<file path="config.mk">
export PLATFORM = sky130hd
export DESIGN_NAME = ebsc_ctrl
export DESIGN_NICKNAME = d
export VERILOG_FILES = /design/src/ebsc_pkg.sv /design/src/ebsc_ctrl.sv
export SDC_FILE = /design/constraint.sdc
export NUM_CORES = 1
export LEC_CHECK = 0
export BUFFER_PORTS_ARGS = -buffer_cell sky130_fd_sc_hd__buf_2
export CAP_MARGIN = 20
export CORE_UTILIZATION = 59
export CTS_CLUSTER_DIAMETER = 50
export CTS_CLUSTER_SIZE = 10
export DETAILED_ROUTE_END_ITERATION = 16
export HOLD_SLACK_MARGIN = 0.1
export PLACE_DENSITY_LB_ADDON = 0.08
export SYNTH_ARGS = -nofsm -noshare
export SYNTH_HDL_FRONTEND = slang
export SYNTH_SLANG_ARGS = --single-unit
</file>
<file path="constraint.sdc">
create_clock -name core_clk -period 7.94 [get_ports core_clk]
set_input_delay 0.794 -clock core_clk [delete_from_list [all_inputs] [get_ports core_clk]]
set_output_delay 0.794 -clock core_clk [all_outputs]
set_load 0.02 [all_outputs]
</file>
<file path="src/ebsc_pkg.sv">
// constants for the external bus controller: register map, field layout,
// cold-start values, access encodings and controller states.
// assumes one bus clock and a plain register port with printed offsets.
package ebsc_pkg;
   // register offsets as seen on the register port
   localparam logic [19:0] EBSC_OFS_PAIR11 = 20'h48124;
   localparam logic [19:0] EBSC_OFS_PAIR9 = 20'h48126;
   localparam logic [19:0] EBSC_OFS_PAIR7 = 20'h48128;
   localparam logic [19:0] EBSC_OFS_AREA64 = 20'h4812A;
   localparam logic [19:0] EBSC_OFS_BUSCTL = 20'h4812E;
   // register indices inside the configuration array
   localparam int EBSC_IDX_PAIR11 = 0;
   localparam int EBSC_IDX_PAIR9 = 1;
   localparam int EBSC_IDX_PAIR7 = 2;
   localparam int EBSC_IDX_AREA64 = 3;
   localparam int EBSC_IDX_BUSCTL = 4;
   localparam int EBSC_NUM_REGS = 5;
   // field positions
   localparam int EBSC_WAIT_LSB = 0;
   localparam int EBSC_DLY_LSB = 4;
   localparam int EBSC_A6_WAIT_LSB = 8;
   localparam int EBSC_A6_DLY_LSB = 12;
   localparam int EBSC_BWAIT_LSB = 9;
   localparam int EBSC_WAIT_EN_BIT = 0;
   localparam int EBSC_BLEN8_BIT = 13;
   // cold-start values: seven waits, longest disable delay, burst wait zero
   localparam logic [15:0] EBSC_RST_PAIR = 16'h0037;
   localparam logic [15:0] EBSC_RST_AREA64 = 16'h3737;
   localparam logic [15:0] EBSC_RST_BUSCTL = 16'h0000;
   // write masks of implemented bits
   localparam logic [15:0] EBSC_MASK_PAIR = 16'h0037;
   localparam logic [15:0] EBSC_MASK_PAIR9 = 16'h0637;
   localparam logic [15:0] EBSC_MASK_AREA64 = 16'h3737;
   localparam logic [15:0] EBSC_MASK_BUSCTL = 16'h2001;
   // access sizes
   localparam logic [1:0] EBSC_SZ_BYTE = 2'h0;
   localparam logic [1:0] EBSC_SZ_HALF = 2'h1;
   localparam logic [1:0] EBSC_SZ_WORD = 2'h2;
   // area code of internal devices
   localparam logic [4:0] EBSC_AREA_INTERNAL = 5'h00;
   // minimum write cycle length and burst lengths
   localparam logic [3:0] EBSC_WR_MIN_CYC = 4'h2;
   localparam logic [3:0] EBSC_BURST_SHORT = 4'h4;
   localparam logic [3:0] EBSC_BURST_LONG = 4'h8;
   typedef enum logic [1:0] {EBSC_ST_IDLE, EBSC_ST_GAP, EBSC_ST_OP} ebsc_state_t;
endpackage : ebsc_pkg

</file>
<file path="src/ebsc_ctrl.sv">
// external bus controller for sram-type and burst-rom areas: wait insertion,
// output-disable gaps, alignment checks and splitting onto a 16-bit bus.
// assumes the cpu drops each request right after the edge that takes it and decodes the area,
// device width and burst-rom selection itself; all pins on core_clk.
//
// Our own choice: strobed register access.
`timescale 1ns/100ps
module ebsc_ctrl
   import ebsc_pkg::*;
(
   input wire logic core_clk,
   input wire logic sys_rst,
   input wire logic hot_start,
   input wire logic [19:0] reg_addr,
   input wire logic [15:0] reg_wdata,
   input wire logic reg_wr,
   input wire logic reg_rd,
   output logic [15:0] reg_rdata,
   input wire logic req_valid,
   input wire logic req_write,
   input wire logic [1:0] req_size,
   input wire logic [23:0] req_addr,
   input wire logic [31:0] req_wdata,
   input wire logic [4:0] req_area,
   input wire logic req_dev8,
   input wire logic req_burst_rom,
   input wire logic req_burst,
   input wire logic req_force_align,
   output logic busy,
   output logic done,
   output logic addr_err,
   output logic [31:0] rdata,
   output logic beat_valid,
   output logic [15:0] beat_data,
   output logic [23:0] ext_addr,
   output logic [15:0] ext_dout,
   output logic ext_doe,
   input wire logic [15:0] ext_din,
   input wire logic ext_wait_n,
   output logic read_strobe_n,
   output logic write_strobe_high_n,
   output logic write_strobe_low_n,
   output logic byte_sel_low_n,
   output logic byte_sel_high_n,
   output logic [4:0] bus_area
);
   logic [15:0] cfg_reg [EBSC_NUM_REGS];
   logic [15:0] cfg_next [EBSC_NUM_REGS];
   logic [15:0] rdata_reg, rdata_next;
   logic wsync1_reg, wsync2_reg, wsync3_reg, wfilt_reg, wfilt_next;
   ebsc_state_t state_reg, state_next;
   logic [3:0] cnt_reg, cnt_next, len_reg, len_next, ops_reg, ops_next;
   logic [2:0] op_reg, op_next;
   logic wr_reg, wr_next, dev8_reg, dev8_next, brst_reg, brst_next, brom_reg, brom_next;
   logic [1:0] size_reg, size_next;
   logic [23:0] base_reg, base_next;
   logic [31:0] wd_reg, wd_next, rbuf_reg, rbuf_next;
   logic [4:0] area_reg, area_next;
   logic last_rd_reg, last_rd_next;
   logic [4:0] last_area_reg, last_area_next;
   logic [1:0] last_dly_reg, last_dly_next;
   logic busy_reg, busy_next, done_reg, done_next, err_reg, err_next;
   logic bv_reg, bv_next;
   logic [15:0] bd_reg, bd_next;
   logic [23:0] xa_reg, xa_next;
   logic [15:0] xd_reg, xd_next;
   logic xoe_reg, xoe_next, rdn_reg, rdn_next, wrh_reg, wrh_next, wrl_reg, wrl_next;
   logic bsl_reg, bsl_next, bsh_reg, bsh_next;
   logic [4:0] barea_reg, barea_next;

   // wait count and disable delay of the pair owning an area
   function automatic logic [4:0] pair_cfg(input logic [4:0] area,
                                           input logic [15:0] p11,
                                           input logic [15:0] p9,
                                           input logic [15:0] p7,
                                           input logic [15:0] p64);
      logic [4:0] r;
      r = {p11[EBSC_DLY_LSB +: 2], p11[EBSC_WAIT_LSB +: 3]};
      case (area)
         5'h09, 5'h0A: r = {p9[EBSC_DLY_LSB +: 2], p9[EBSC_WAIT_LSB +: 3]};
         5'h07, 5'h08: r = {p7[EBSC_DLY_LSB +: 2], p7[EBSC_WAIT_LSB +: 3]};
         5'h06: r = {p64[EBSC_A6_DLY_LSB +: 2], p64[EBSC_A6_WAIT_LSB +: 3]};
         5'h04, 5'h05: r = {p64[EBSC_DLY_LSB +: 2], p64[EBSC_WAIT_LSB +: 3]};
         default: r = {p11[EBSC_DLY_LSB +: 2], p11[EBSC_WAIT_LSB +: 3]};
      endcase
      return r;
   endfunction : pair_cfg

   // configuration registers and register port
   always_comb
   begin
      for (int i = 0; i < EBSC_NUM_REGS; i++)
      begin
         cfg_next[i] = cfg_reg[i];
      end
      rdata_next = 16'h0000;
      if (reg_wr)
      begin
         unique case (reg_addr)
            EBSC_OFS_PAIR11: cfg_next[EBSC_IDX_PAIR11] = reg_wdata & EBSC_MASK_PAIR;
            EBSC_OFS_PAIR9: cfg_next[EBSC_IDX_PAIR9] = reg_wdata & EBSC_MASK_PAIR9;
            EBSC_OFS_PAIR7: cfg_next[EBSC_IDX_PAIR7] = reg_wdata & EBSC_MASK_PAIR;
            EBSC_OFS_AREA64: cfg_next[EBSC_IDX_AREA64] = reg_wdata & EBSC_MASK_AREA64;
            EBSC_OFS_BUSCTL: cfg_next[EBSC_IDX_BUSCTL] = reg_wdata & EBSC_MASK_BUSCTL;
            default: ;
         endcase
      end
      if (reg_rd)
      begin
         unique case (reg_addr)
            EBSC_OFS_PAIR11: rdata_next = cfg_reg[EBSC_IDX_PAIR11];
            EBSC_OFS_PAIR9: rdata_next = cfg_reg[EBSC_IDX_PAIR9];
            EBSC_OFS_PAIR7: rdata_next = cfg_reg[EBSC_IDX_PAIR7];
            EBSC_OFS_AREA64: rdata_next = cfg_reg[EBSC_IDX_AREA64];
            EBSC_OFS_BUSCTL: rdata_next = cfg_reg[EBSC_IDX_BUSCTL];
            default: rdata_next = 16'h0000; // unmapped reads as zero
         endcase
      end
   end

   // cold start reloads defaults, hot start leaves the settings alone
   always_ff @(posedge core_clk)
   begin
      if (sys_rst && !hot_start)
      begin
         cfg_reg[EBSC_IDX_PAIR11] <= EBSC_RST_PAIR;
         cfg_reg[EBSC_IDX_PAIR9] <= EBSC_RST_PAIR;
         cfg_reg[EBSC_IDX_PAIR7] <= EBSC_RST_PAIR;
         cfg_reg[EBSC_IDX_AREA64] <= EBSC_RST_AREA64;
         cfg_reg[EBSC_IDX_BUSCTL] <= EBSC_RST_BUSCTL;
      end
      else if (!sys_rst)
      begin
         cfg_reg <= cfg_next;
      end
      rdata_reg <= sys_rst ? 16'h0000 : rdata_next;
   end

   // external wait pin: three flops, a change counts when the last two agree
   always_comb
   begin
      wfilt_next = (wsync2_reg == wsync3_reg) ? wsync3_reg : wfilt_reg;
   end

   always_ff @(posedge core_clk)
   begin
      if (sys_rst)
      begin
         wsync1_reg <= 1'b1;
         wsync2_reg <= 1'b1;
         wsync3_reg <= 1'b1;
         wfilt_reg <= 1'b1;
      end
      else
      begin
         wsync1_reg <= ext_wait_n;
         wsync2_reg <= wsync1_reg;
         wsync3_reg <= wsync2_reg;
         wfilt_reg <= wfilt_next;
      end
   end

   // sequencer: gap, per-operation timing, lane steering and data capture
   always_comb
   begin
      logic [4:0] pc;
      logic [2:0] wt;
      logic [3:0] wlen;
      logic mis, gap, start, finish, hold, ends;
      logic [23:0] a;
      pc = pair_cfg(area_reg, cfg_reg[EBSC_IDX_PAIR11], cfg_reg[EBSC_IDX_PAIR9],
                    cfg_reg[EBSC_IDX_PAIR7], cfg_reg[EBSC_IDX_AREA64]);
      wt = 3'h0;
      wlen = 4'h0;
      mis = 1'b0;
      gap = 1'b0;
      start = 1'b0;
      finish = 1'b0;
      hold = 1'b0;
      ends = 1'b0;
      a = req_addr;
      state_next = state_reg;
      cnt_next = cnt_reg;
      len_next = len_reg;
      ops_next = ops_reg;
      op_next = op_reg;
      wr_next = wr_reg;
      dev8_next = dev8_reg;
      brst_next = brst_reg;
      brom_next = brom_reg;
      size_next = size_reg;
      base_next = base_reg;
      wd_next = wd_reg;
      rbuf_next = rbuf_reg;
      area_next = area_reg;
      last_rd_next = last_rd_reg;
      last_area_next = last_area_reg;
      last_dly_next = last_dly_reg;
      busy_next = busy_reg;
      done_next = 1'b0;
      err_next = 1'b0;
      bv_next = 1'b0;
      bd_next = bd_reg;
      xa_next = xa_reg;
      xd_next = xd_reg;
      xoe_next = xoe_reg;
      rdn_next = rdn_reg;
      wrh_next = wrh_reg;
      wrl_next = wrl_reg;
      bsl_next = bsl_reg;
      bsh_next = bsh_reg;
      barea_next = barea_reg;
      unique case (state_reg)
         EBSC_ST_IDLE:
         begin
            if (req_valid)
            begin
               mis = ((req_size == EBSC_SZ_HALF) && req_addr[0]) ||
                     ((req_size == EBSC_SZ_WORD) && (req_addr[1:0] != 2'h0));
               if (req_size == EBSC_SZ_HALF)
               begin
                  a[0] = 1'b0;
               end
               else if (req_size == EBSC_SZ_WORD)
               begin
                  a[1:0] = 2'h0;
               end
               if (mis && !req_force_align)
               begin
                  err_next = 1'b1;
                  done_next = 1'b1;
               end
               else
               begin
                  busy_next = 1'b1;
                  base_next = a;
                  wr_next = req_write;
                  size_next = req_size;
                  wd_next = req_wdata;
                  area_next = req_area;
                  dev8_next = req_dev8;
                  brom_next = req_burst_rom &&
                              ((req_area == 5'h09) || (req_area == 5'h0A));
                  brst_next = req_burst && !req_write && brom_next;
                  rbuf_next = 32'h0000_0000;
                  op_next = 3'h0;
                  if (brst_next)
                  begin
                     ops_next = cfg_reg[EBSC_IDX_BUSCTL][EBSC_BLEN8_BIT] ?
                                EBSC_BURST_LONG : EBSC_BURST_SHORT;
                  end
                  else if (req_area == EBSC_AREA_INTERNAL)
                  begin
                     ops_next = 4'h0;
                  end
                  else if (req_size == EBSC_SZ_WORD)
                  begin
                     ops_next = req_dev8 ? 4'h4 : 4'h2;
                  end
                  else if (req_size == EBSC_SZ_HALF)
                  begin
                     ops_next = req_dev8 ? 4'h2 : 4'h1;
                  end
                  else
                  begin
                     ops_next = 4'h1;
                  end
                  // gap only after an external read, for writes or another area
                  gap = last_rd_reg && (req_write || (req_area != last_area_reg));
                  if (gap)
                  begin
                     state_next = EBSC_ST_GAP;
                     cnt_next = {2'h0, last_dly_reg};
                  end
                  else if (ops_next == 4'h0)
                  begin
                     finish = 1'b1;
                  end
                  else
                  begin
                     start = 1'b1;
                  end
               end
            end
         end
         EBSC_ST_GAP:
         begin
            // delay code d stands for d+0.5 cycles, rounded up to d+1
            if (cnt_reg == 4'h0)
            begin
               last_rd_next = 1'b0;
               if (ops_reg == 4'h0)
               begin
                  finish = 1'b1;
               end
               else
               begin
                  start = 1'b1;
               end
            end
            else
            begin
               cnt_next = cnt_reg - 4'h1;
            end
         end
         EBSC_ST_OP:
         begin
            // burst-rom reads take no external wait; writes to them do
            hold = cfg_reg[EBSC_IDX_BUSCTL][EBSC_WAIT_EN_BIT] && !wfilt_reg &&
                   !(brom_reg && !wr_reg);
            // one bit wider so a saturated count still closes the operation
            ends = (({1'b0, cnt_reg} + 5'h01) >= {1'b0, len_reg}) && !hold;
            cnt_next = (cnt_reg == 4'hF) ? cnt_reg : cnt_reg + 4'h1;
            if (ends)
            begin
               if (!wr_reg)
               begin
                  if (dev8_reg)
                  begin
                     rbuf_next[{op_reg[1:0], 3'h0} +: 8] = ext_din[7:0];
                  end
                  else if (size_reg == EBSC_SZ_BYTE)
                  begin
                     rbuf_next[7:0] = base_reg[0] ? ext_din[15:8] : ext_din[7:0];
                  end
                  else
                  begin
                     rbuf_next[{op_reg[0], 4'h0} +: 16] = ext_din;
                  end
                  bv_next = brst_reg;
                  bd_next = ext_din;
               end
               if ({1'b0, op_reg} + 4'h1 < ops_reg)
               begin
                  op_next = op_reg + 3'h1;
                  start = 1'b1;
               end
               else
               begin
                  finish = 1'b1;
                  last_rd_next = !wr_reg && (pc[4:3] != 2'h0) ||
                                 (!wr_reg && 1'b1);
                  last_area_next = area_reg;
                  last_dly_next = pc[4:3];
               end
            end
         end
      endcase
      // launch one bus operation: address, lanes, strobes and length
      if (start)
      begin
         pc = pair_cfg(area_next, cfg_reg[EBSC_IDX_PAIR11], cfg_reg[EBSC_IDX_PAIR9],
                       cfg_reg[EBSC_IDX_PAIR7], cfg_reg[EBSC_IDX_AREA64]);
         wt = (brst_next && (op_next != 3'h0)) ?
              {1'b0, cfg_reg[EBSC_IDX_PAIR9][EBSC_BWAIT_LSB +: 2]} : pc[2:0];
         wlen = {1'b0, wt} + 4'h1;
         if (wr_next && (wlen < EBSC_WR_MIN_CYC))
         begin
            wlen = EBSC_WR_MIN_CYC;
         end
         len_next = wlen;
         cnt_next = 4'h0;
         state_next = EBSC_ST_OP;
         barea_next = area_next;
         xa_next = base_next + (dev8_next ? {21'h0, op_next} : {20'h0, op_next, 1'b0});
         xoe_next = wr_next;
         rdn_next = wr_next;
         if (dev8_next)
         begin
            xd_next = {8'h00, wd_next[{op_next[1:0], 3'h0} +: 8]};
            wrl_next = !wr_next;
            wrh_next = 1'b1;
            bsl_next = 1'b0;
            bsh_next = 1'b1;
         end
         else if (size_next == EBSC_SZ_BYTE)
         begin
            xd_next = {wd_next[7:0], wd_next[7:0]};
            wrl_next = !(wr_next && !base_next[0]);
            wrh_next = !(wr_next && base_next[0]);
            bsl_next = base_next[0];
            bsh_next = !base_next[0];
         end
         else
         begin
            xd_next = wd_next[{op_next[0], 4'h0} +: 16];
            wrl_next = !wr_next;
            wrh_next = !wr_next;
            bsl_next = 1'b0;
            bsh_next = 1'b0;
         end
      end
      // close the access and release the pins
      if (finish)
      begin
         state_next = EBSC_ST_IDLE;
         busy_next = 1'b0;
         done_next = 1'b1;
         xoe_next = 1'b0;
         rdn_next = 1'b1;
         wrh_next = 1'b1;
         wrl_next = 1'b1;
         bsl_next = 1'b1;
         bsh_next = 1'b1;
         if (area_next == EBSC_AREA_INTERNAL)
         begin
            last_rd_next = 1'b0;
         end
      end
   end

   always_ff @(posedge core_clk)
   begin
      if (sys_rst)
      begin
         state_reg <= EBSC_ST_IDLE;
         cnt_reg <= 4'h0;
         len_reg <= 4'h0;
         ops_reg <= 4'h0;
         op_reg <= 3'h0;
         wr_reg <= 1'b0;
         dev8_reg <= 1'b0;
         brst_reg <= 1'b0;
         brom_reg <= 1'b0;
         size_reg <= 2'h0;
         base_reg <= 24'h000000;
         wd_reg <= 32'h0000_0000;
         rbuf_reg <= 32'h0000_0000;
         area_reg <= 5'h00;
         last_rd_reg <= 1'b0;
         last_area_reg <= 5'h00;
         last_dly_reg <= 2'h0;
         busy_reg <= 1'b0;
         done_reg <= 1'b0;
         err_reg <= 1'b0;
         bv_reg <= 1'b0;
         bd_reg <= 16'h0000;
         xa_reg <= 24'h000000;
         xd_reg <= 16'h0000;
         xoe_reg <= 1'b0;
         rdn_reg <= 1'b1;
         wrh_reg <= 1'b1;
         wrl_reg <= 1'b1;
         bsl_reg <= 1'b1;
         bsh_reg <= 1'b1;
         barea_reg <= 5'h00;
      end
      else
      begin
         state_reg <= state_next;
         cnt_reg <= cnt_next;
         len_reg <= len_next;
         ops_reg <= ops_next;
         op_reg <= op_next;
         wr_reg <= wr_next;
         dev8_reg <= dev8_next;
         brst_reg <= brst_next;
         brom_reg <= brom_next;
         size_reg <= size_next;
         base_reg <= base_next;
         wd_reg <= wd_next;
         rbuf_reg <= rbuf_next;
         area_reg <= area_next;
         last_rd_reg <= last_rd_next;
         last_area_reg <= last_area_next;
         last_dly_reg <= last_dly_next;
         busy_reg <= busy_next;
         done_reg <= done_next;
         err_reg <= err_next;
         bv_reg <= bv_next;
         bd_reg <= bd_next;
         xa_reg <= xa_next;
         xd_reg <= xd_next;
         xoe_reg <= xoe_next;
         rdn_reg <= rdn_next;
         wrh_reg <= wrh_next;
         wrl_reg <= wrl_next;
         bsl_reg <= bsl_next;
         bsh_reg <= bsh_next;
         barea_reg <= barea_next;
      end
   end

   // every output straight from its flip-flop
   assign reg_rdata = rdata_reg;
   assign busy = busy_reg;
   assign done = done_reg;
   assign addr_err = err_reg;
   assign rdata = rbuf_reg;
   assign beat_valid = bv_reg;
   assign beat_data = bd_reg;
   assign ext_addr = xa_reg;
   assign ext_dout = xd_reg;
   assign ext_doe = xoe_reg;
   assign read_strobe_n = rdn_reg;
   assign write_strobe_high_n = wrh_reg;
   assign write_strobe_low_n = wrl_reg;
   assign byte_sel_low_n = bsl_reg;
   assign byte_sel_high_n = bsh_reg;
   assign bus_area = barea_reg;
endmodule : ebsc_ctrl

</file>
==> out/qor.csv <==
stage;metric;value;unit
finish;num-nets-final;1680;
critical_path;r2r_end;ext_addr[23]$_SDFFE_PP0P_;
floorplanning;die_h;143;um
placement;gp_congestion;0.875;
floorplanning;coreArea;19400;sq um
logic_synthesis;netlist_instances;1333;
logic_synthesis;ys_ff_latch;238;
critical_path;cp-start-kind;flip-flop;
logic_synthesis;yosysTopAreaCell;dfxtp_1;
placement;placed_area;12800;sq um
logic_synthesis;synth-simple-area-share;20.9;%
placement;io_buffers;233;
critical_path;critPathKind;reg2reg;
finish;syn_to_final_growth;18.2;%
logic_synthesis;muxShareOfSynthArea;11.6;%
drt;vias;10576;
sta;hold_ws;0.422;ns
drt;ant_nets;0;
logic_synthesis;synth-main-ff-cell;dfxtp_1;
sta;fin_setup_tns;0;ns
global_route;grt_max_degree;101;
power;cellLeakagePower;5.92;nW
power;p_int;2.34;mW
critical_path;crit_cells;21;
global_route;grt_usage;30.4;%
critical_path;r2r-start;op_reg[0]$_SDFF_PP0_;
floorplanning;start_util;60.1;%
logic_synthesis;synth_top_area_share;40.9;%
power;switching_power;0.993;mW
placement;preCtsSetupSlack;2.26;ns
run_status;status;completed;
power;pwr-share-clk;39.4;%
critical_path;end_kind;flip-flop;
global_route;grt_pass1_vias;9782;
logic_synthesis;synthAdderAreaFrac;2.81;%
power;netSwitchingFraction;29.8;%
drt;drt-total-wl;31.5;mm
cts;cts.sinks;238;
drt;post-route-drc-count;0;
hold_path;hold_path_class;reg2reg;
sta;worstMarginPinSlew;1.10;ns
logic_synthesis;synthXorXnorAreaFrac;2.40;%
cts;clock_tree.root_cell;clkbuf_16;
critical_path;crit_arrival;6.19;ns
logic_synthesis;synth_top_family_by_area;simple AND/OR/NAND/NOR gates;
finish;fin_area;13800;sq um
sta;fin_ws;2.14;ns
cts;hold_buffers;0;
logic_synthesis;netlist_area;11700;sq um
power;power.density;242;nW/um^2
sta;fin_crit;5.80;ns
critical_path;cpPeakStageDelay;0.69;ns
drt;drt_first_iter_violations;748;
cts;clk_latency;0.55;ns
critical_path;cp-startpoint;op_reg[0]$_SDFF_PP0_;
finish;final_cell_mix;dfxtp_1, buf_2, nand2_1;
floorplanning;fp.dieW;143;um
logic_synthesis;synth-edff-count;0;
global_route;grt_pass1_wl;49.4;mm
logic_synthesis;avgSynthCellArea;8.75;sq um
logic_synthesis;synth.distinct_cells;90;
critical_path;path_max_fanout;12;
cts;cts_tree;built;
floorplanning;ioPinCount;246;
logic_synthesis;synthArstFlopShare;0;%
cts;cts_resized;0;
sta;fin_worst_skew;0.0211;ns
power;seqPwrFrac;40.1;%
drt;via_per_inst;5.84;
power;comb_power_share;20.5;%
finish;drive_gt1_share;21.9;%
drt;avgRoutedWirePerCell;17.4;um
logic_synthesis;seq_area_frac_synth;40.9;%
critical_path;endpoint;ext_addr[23]$_SDFFE_PP0P_;
sta;setup_violations;0;
drt;dr.pass1.iters;7;
global_route;grt-ovfl-total;0;
critical_path;cp_top_family;compound AO/OA/AOI/OAI gates;
cts;cts.path.max_buffers;3;
sta;rsz0062_at_grt;no;
sta;hold_violations;0;
cts;cts_made_buffers;31;
logic_synthesis;synth_top_cells_by_area;dfxtp_1, mux2i_1, nand2_1;
logic_synthesis;synth_compound_area_share;16.8;%
sta;fmax;172;MHz
critical_path;rrSetupSlack;2.14;ns
flow_run;drv_cap;0;
sta;fin_crit_sh;73.1;%
sta;relSlewSlack;25.3;%
placement;place_inst;1759;
cts;cts_max_level;1;
critical_path;required;8.33;ns
finish;fillerInstances;1610;
power;ir_worst_vdd;0.186;mV
critical_path;cpMostUsedCell;ha_1;
cts;clk_pin_slew;0.06;ns
finish;instances_no_fill;1810;
global_route;antenna_found_initial;4;
critical_path;path_cells;inv_1 -> ha_1 -> ha_1 -> or3_1 -> o221ai_2 -> inv_1 -> nor2_1 -> mux2i_1 -> o21ai_1 -> nor2_1 -> a31oi_1 -> ha_1 -> a21o_1 -> a21o_1 -> a21oi_1 -> a21oi_1 -> and3_2 -> nand3b_4 -> nor3b_2 -> xor2_1 -> a211oi_1;
critical_path;cp_slowest_cell;o21ai_1;
floorplanning;placementRows;51;
cts;post_cts_buffers;0;
floorplanning;die-area;20300;sq um
critical_path;r2r_cells;21;
sta;final_max_slew_viol_count;0;
finish;layout_commonest_cell;dfxtp_1;
logic_synthesis;yosys_warnings;0;
critical_path;crit_buf_inv;2;
placement;dp.final_hpwl;21.6;mm
[worst reg2reg max path, delay by kind of cell, from the launching register on]
kind,cells,cell delay (ns)
flip-flops,1,0.58
XOR/XNOR,1,0.17
buffers and inverters,2,0.40
AND/OR/NAND/NOR,6,1.31
adder cells (fa/ha/maj),3,0.88
multiplexers,1,0.14
AO/OA/AOI/OAI,8,2.17
[worst min-delay path by stage]
stage                                from                     to  slack [ns]  cells after the start
floorplan           wsync1_reg$_SDFF_PP1_  wsync2_reg$_SDFF_PP1_        0.39                      1
global placement    wsync1_reg$_SDFF_PP1_  wsync2_reg$_SDFF_PP1_        0.39                      1
detailed placement  wsync1_reg$_SDFF_PP1_  wsync2_reg$_SDFF_PP1_        0.41                      1
CTS                 wsync1_reg$_SDFF_PP1_  wsync2_reg$_SDFF_PP1_        0.42                      1
global route        wsync1_reg$_SDFF_PP1_  wsync2_reg$_SDFF_PP1_        0.42                      1
finish              wsync1_reg$_SDFF_PP1_  wsync2_reg$_SDFF_PP1_        0.42                      1
[metal layers]
metal  global-route usage, %  part of all wire (%)  routed length, um  vias to the layer above
met3                    5.69                   6.9               2160                       69
met2                    50.9                    47              14700                      414
li1                        -                     -                  -                     5138
met1                    39.4                    44              13800                     4951
met5                       0                 0.086                 27                        -
met4                    9.56                   2.5                772                        4
[area by class of cell]
type	instances	area [sq um]	area share [%]
clock inverter	7	95.1	0.690
antenna	1	2.50	0.0181
inverter	24	90.1	0.653
multi-input combinational	990	6400	46.4
clock buffer	42	857	6.22
tap	265	332	2.40
sequential	238	4760	34.6
timing repair buffer	243	1240	9.02
[power by group through the flow]
stage                     sequential, mW  clock, mW  combinational [mW]
after global routing                1.35       1.38               0.749
after global placement              1.36          0               0.663
after floorplan                     1.42          0               0.426
final                               1.34       1.31               0.684
after CTS                           1.34       1.33               0.678
after detailed placement            1.36          0               0.674
[cell usage after synthesis, types with 4 or more instances]
| master | count |
|---|---|
| dfxtp_1 | 238 |
| nand2_1 | 207 |
| nor2_1 | 146 |
| a21oi_1 | 100 |
| mux2i_1 | 86 |
| clkbuf_1 | 46 |
| nand3_1 | 38 |
| nor3_1 | 34 |
| o21ai_0 | 30 |
| a211oi_1 | 26 |
| inv_1 | 24 |
| ha_1 | 23 |
| nor2b_1 | 22 |
| xnor2_1 | 22 |
| a22oi_1 | 17 |
| mux4_2 | 16 |
| buf_2 | 15 |
| o22ai_1 | 15 |
| buf_4 | 13 |
| a311oi_1 | 12 |
| a221o_1 | 10 |
| nand2b_1 | 10 |
| xor2_1 | 10 |
| a221oi_1 | 9 |
| a31oi_1 | 8 |
| or3_1 | 8 |
| and2_1 | 7 |
| and3_1 | 7 |
| mux2_2 | 7 |
| a21o_1 | 6 |
| a222oi_1 | 6 |
| buf_1 | 6 |
| nand4_1 | 6 |
| nor4_1 | 6 |
| nor3b_1 | 5 |
| nor4b_1 | 5 |
| o21a_1 | 5 |
| buf_6 | 4 |
| nand3b_1 | 4 |
| o21ai_1 | 4 |
[cells by family after synthesis]
kind of cell,after synthesis
and+or+nand+nor,528
DFF,238
other,1
muxes,112
AOI/OAI and AO/OA,287
adders and majority gates,25
buffers and inverters,110
xor gates and xnor gates,32
[stage by stage]
step / utilization (%) / total power, mW
6_report: 71.1 / 3.34
2_1_floorplan: - / 1.84
4_1_cts: 71.0 / 3.34
5_1_grt: 71.1 / 3.48
3_3_place_gp: 66.1 / 2.02
3_5_place_dp: 66.1 / 2.04
No activity file was read; power rests on OpenSTA's default activity.
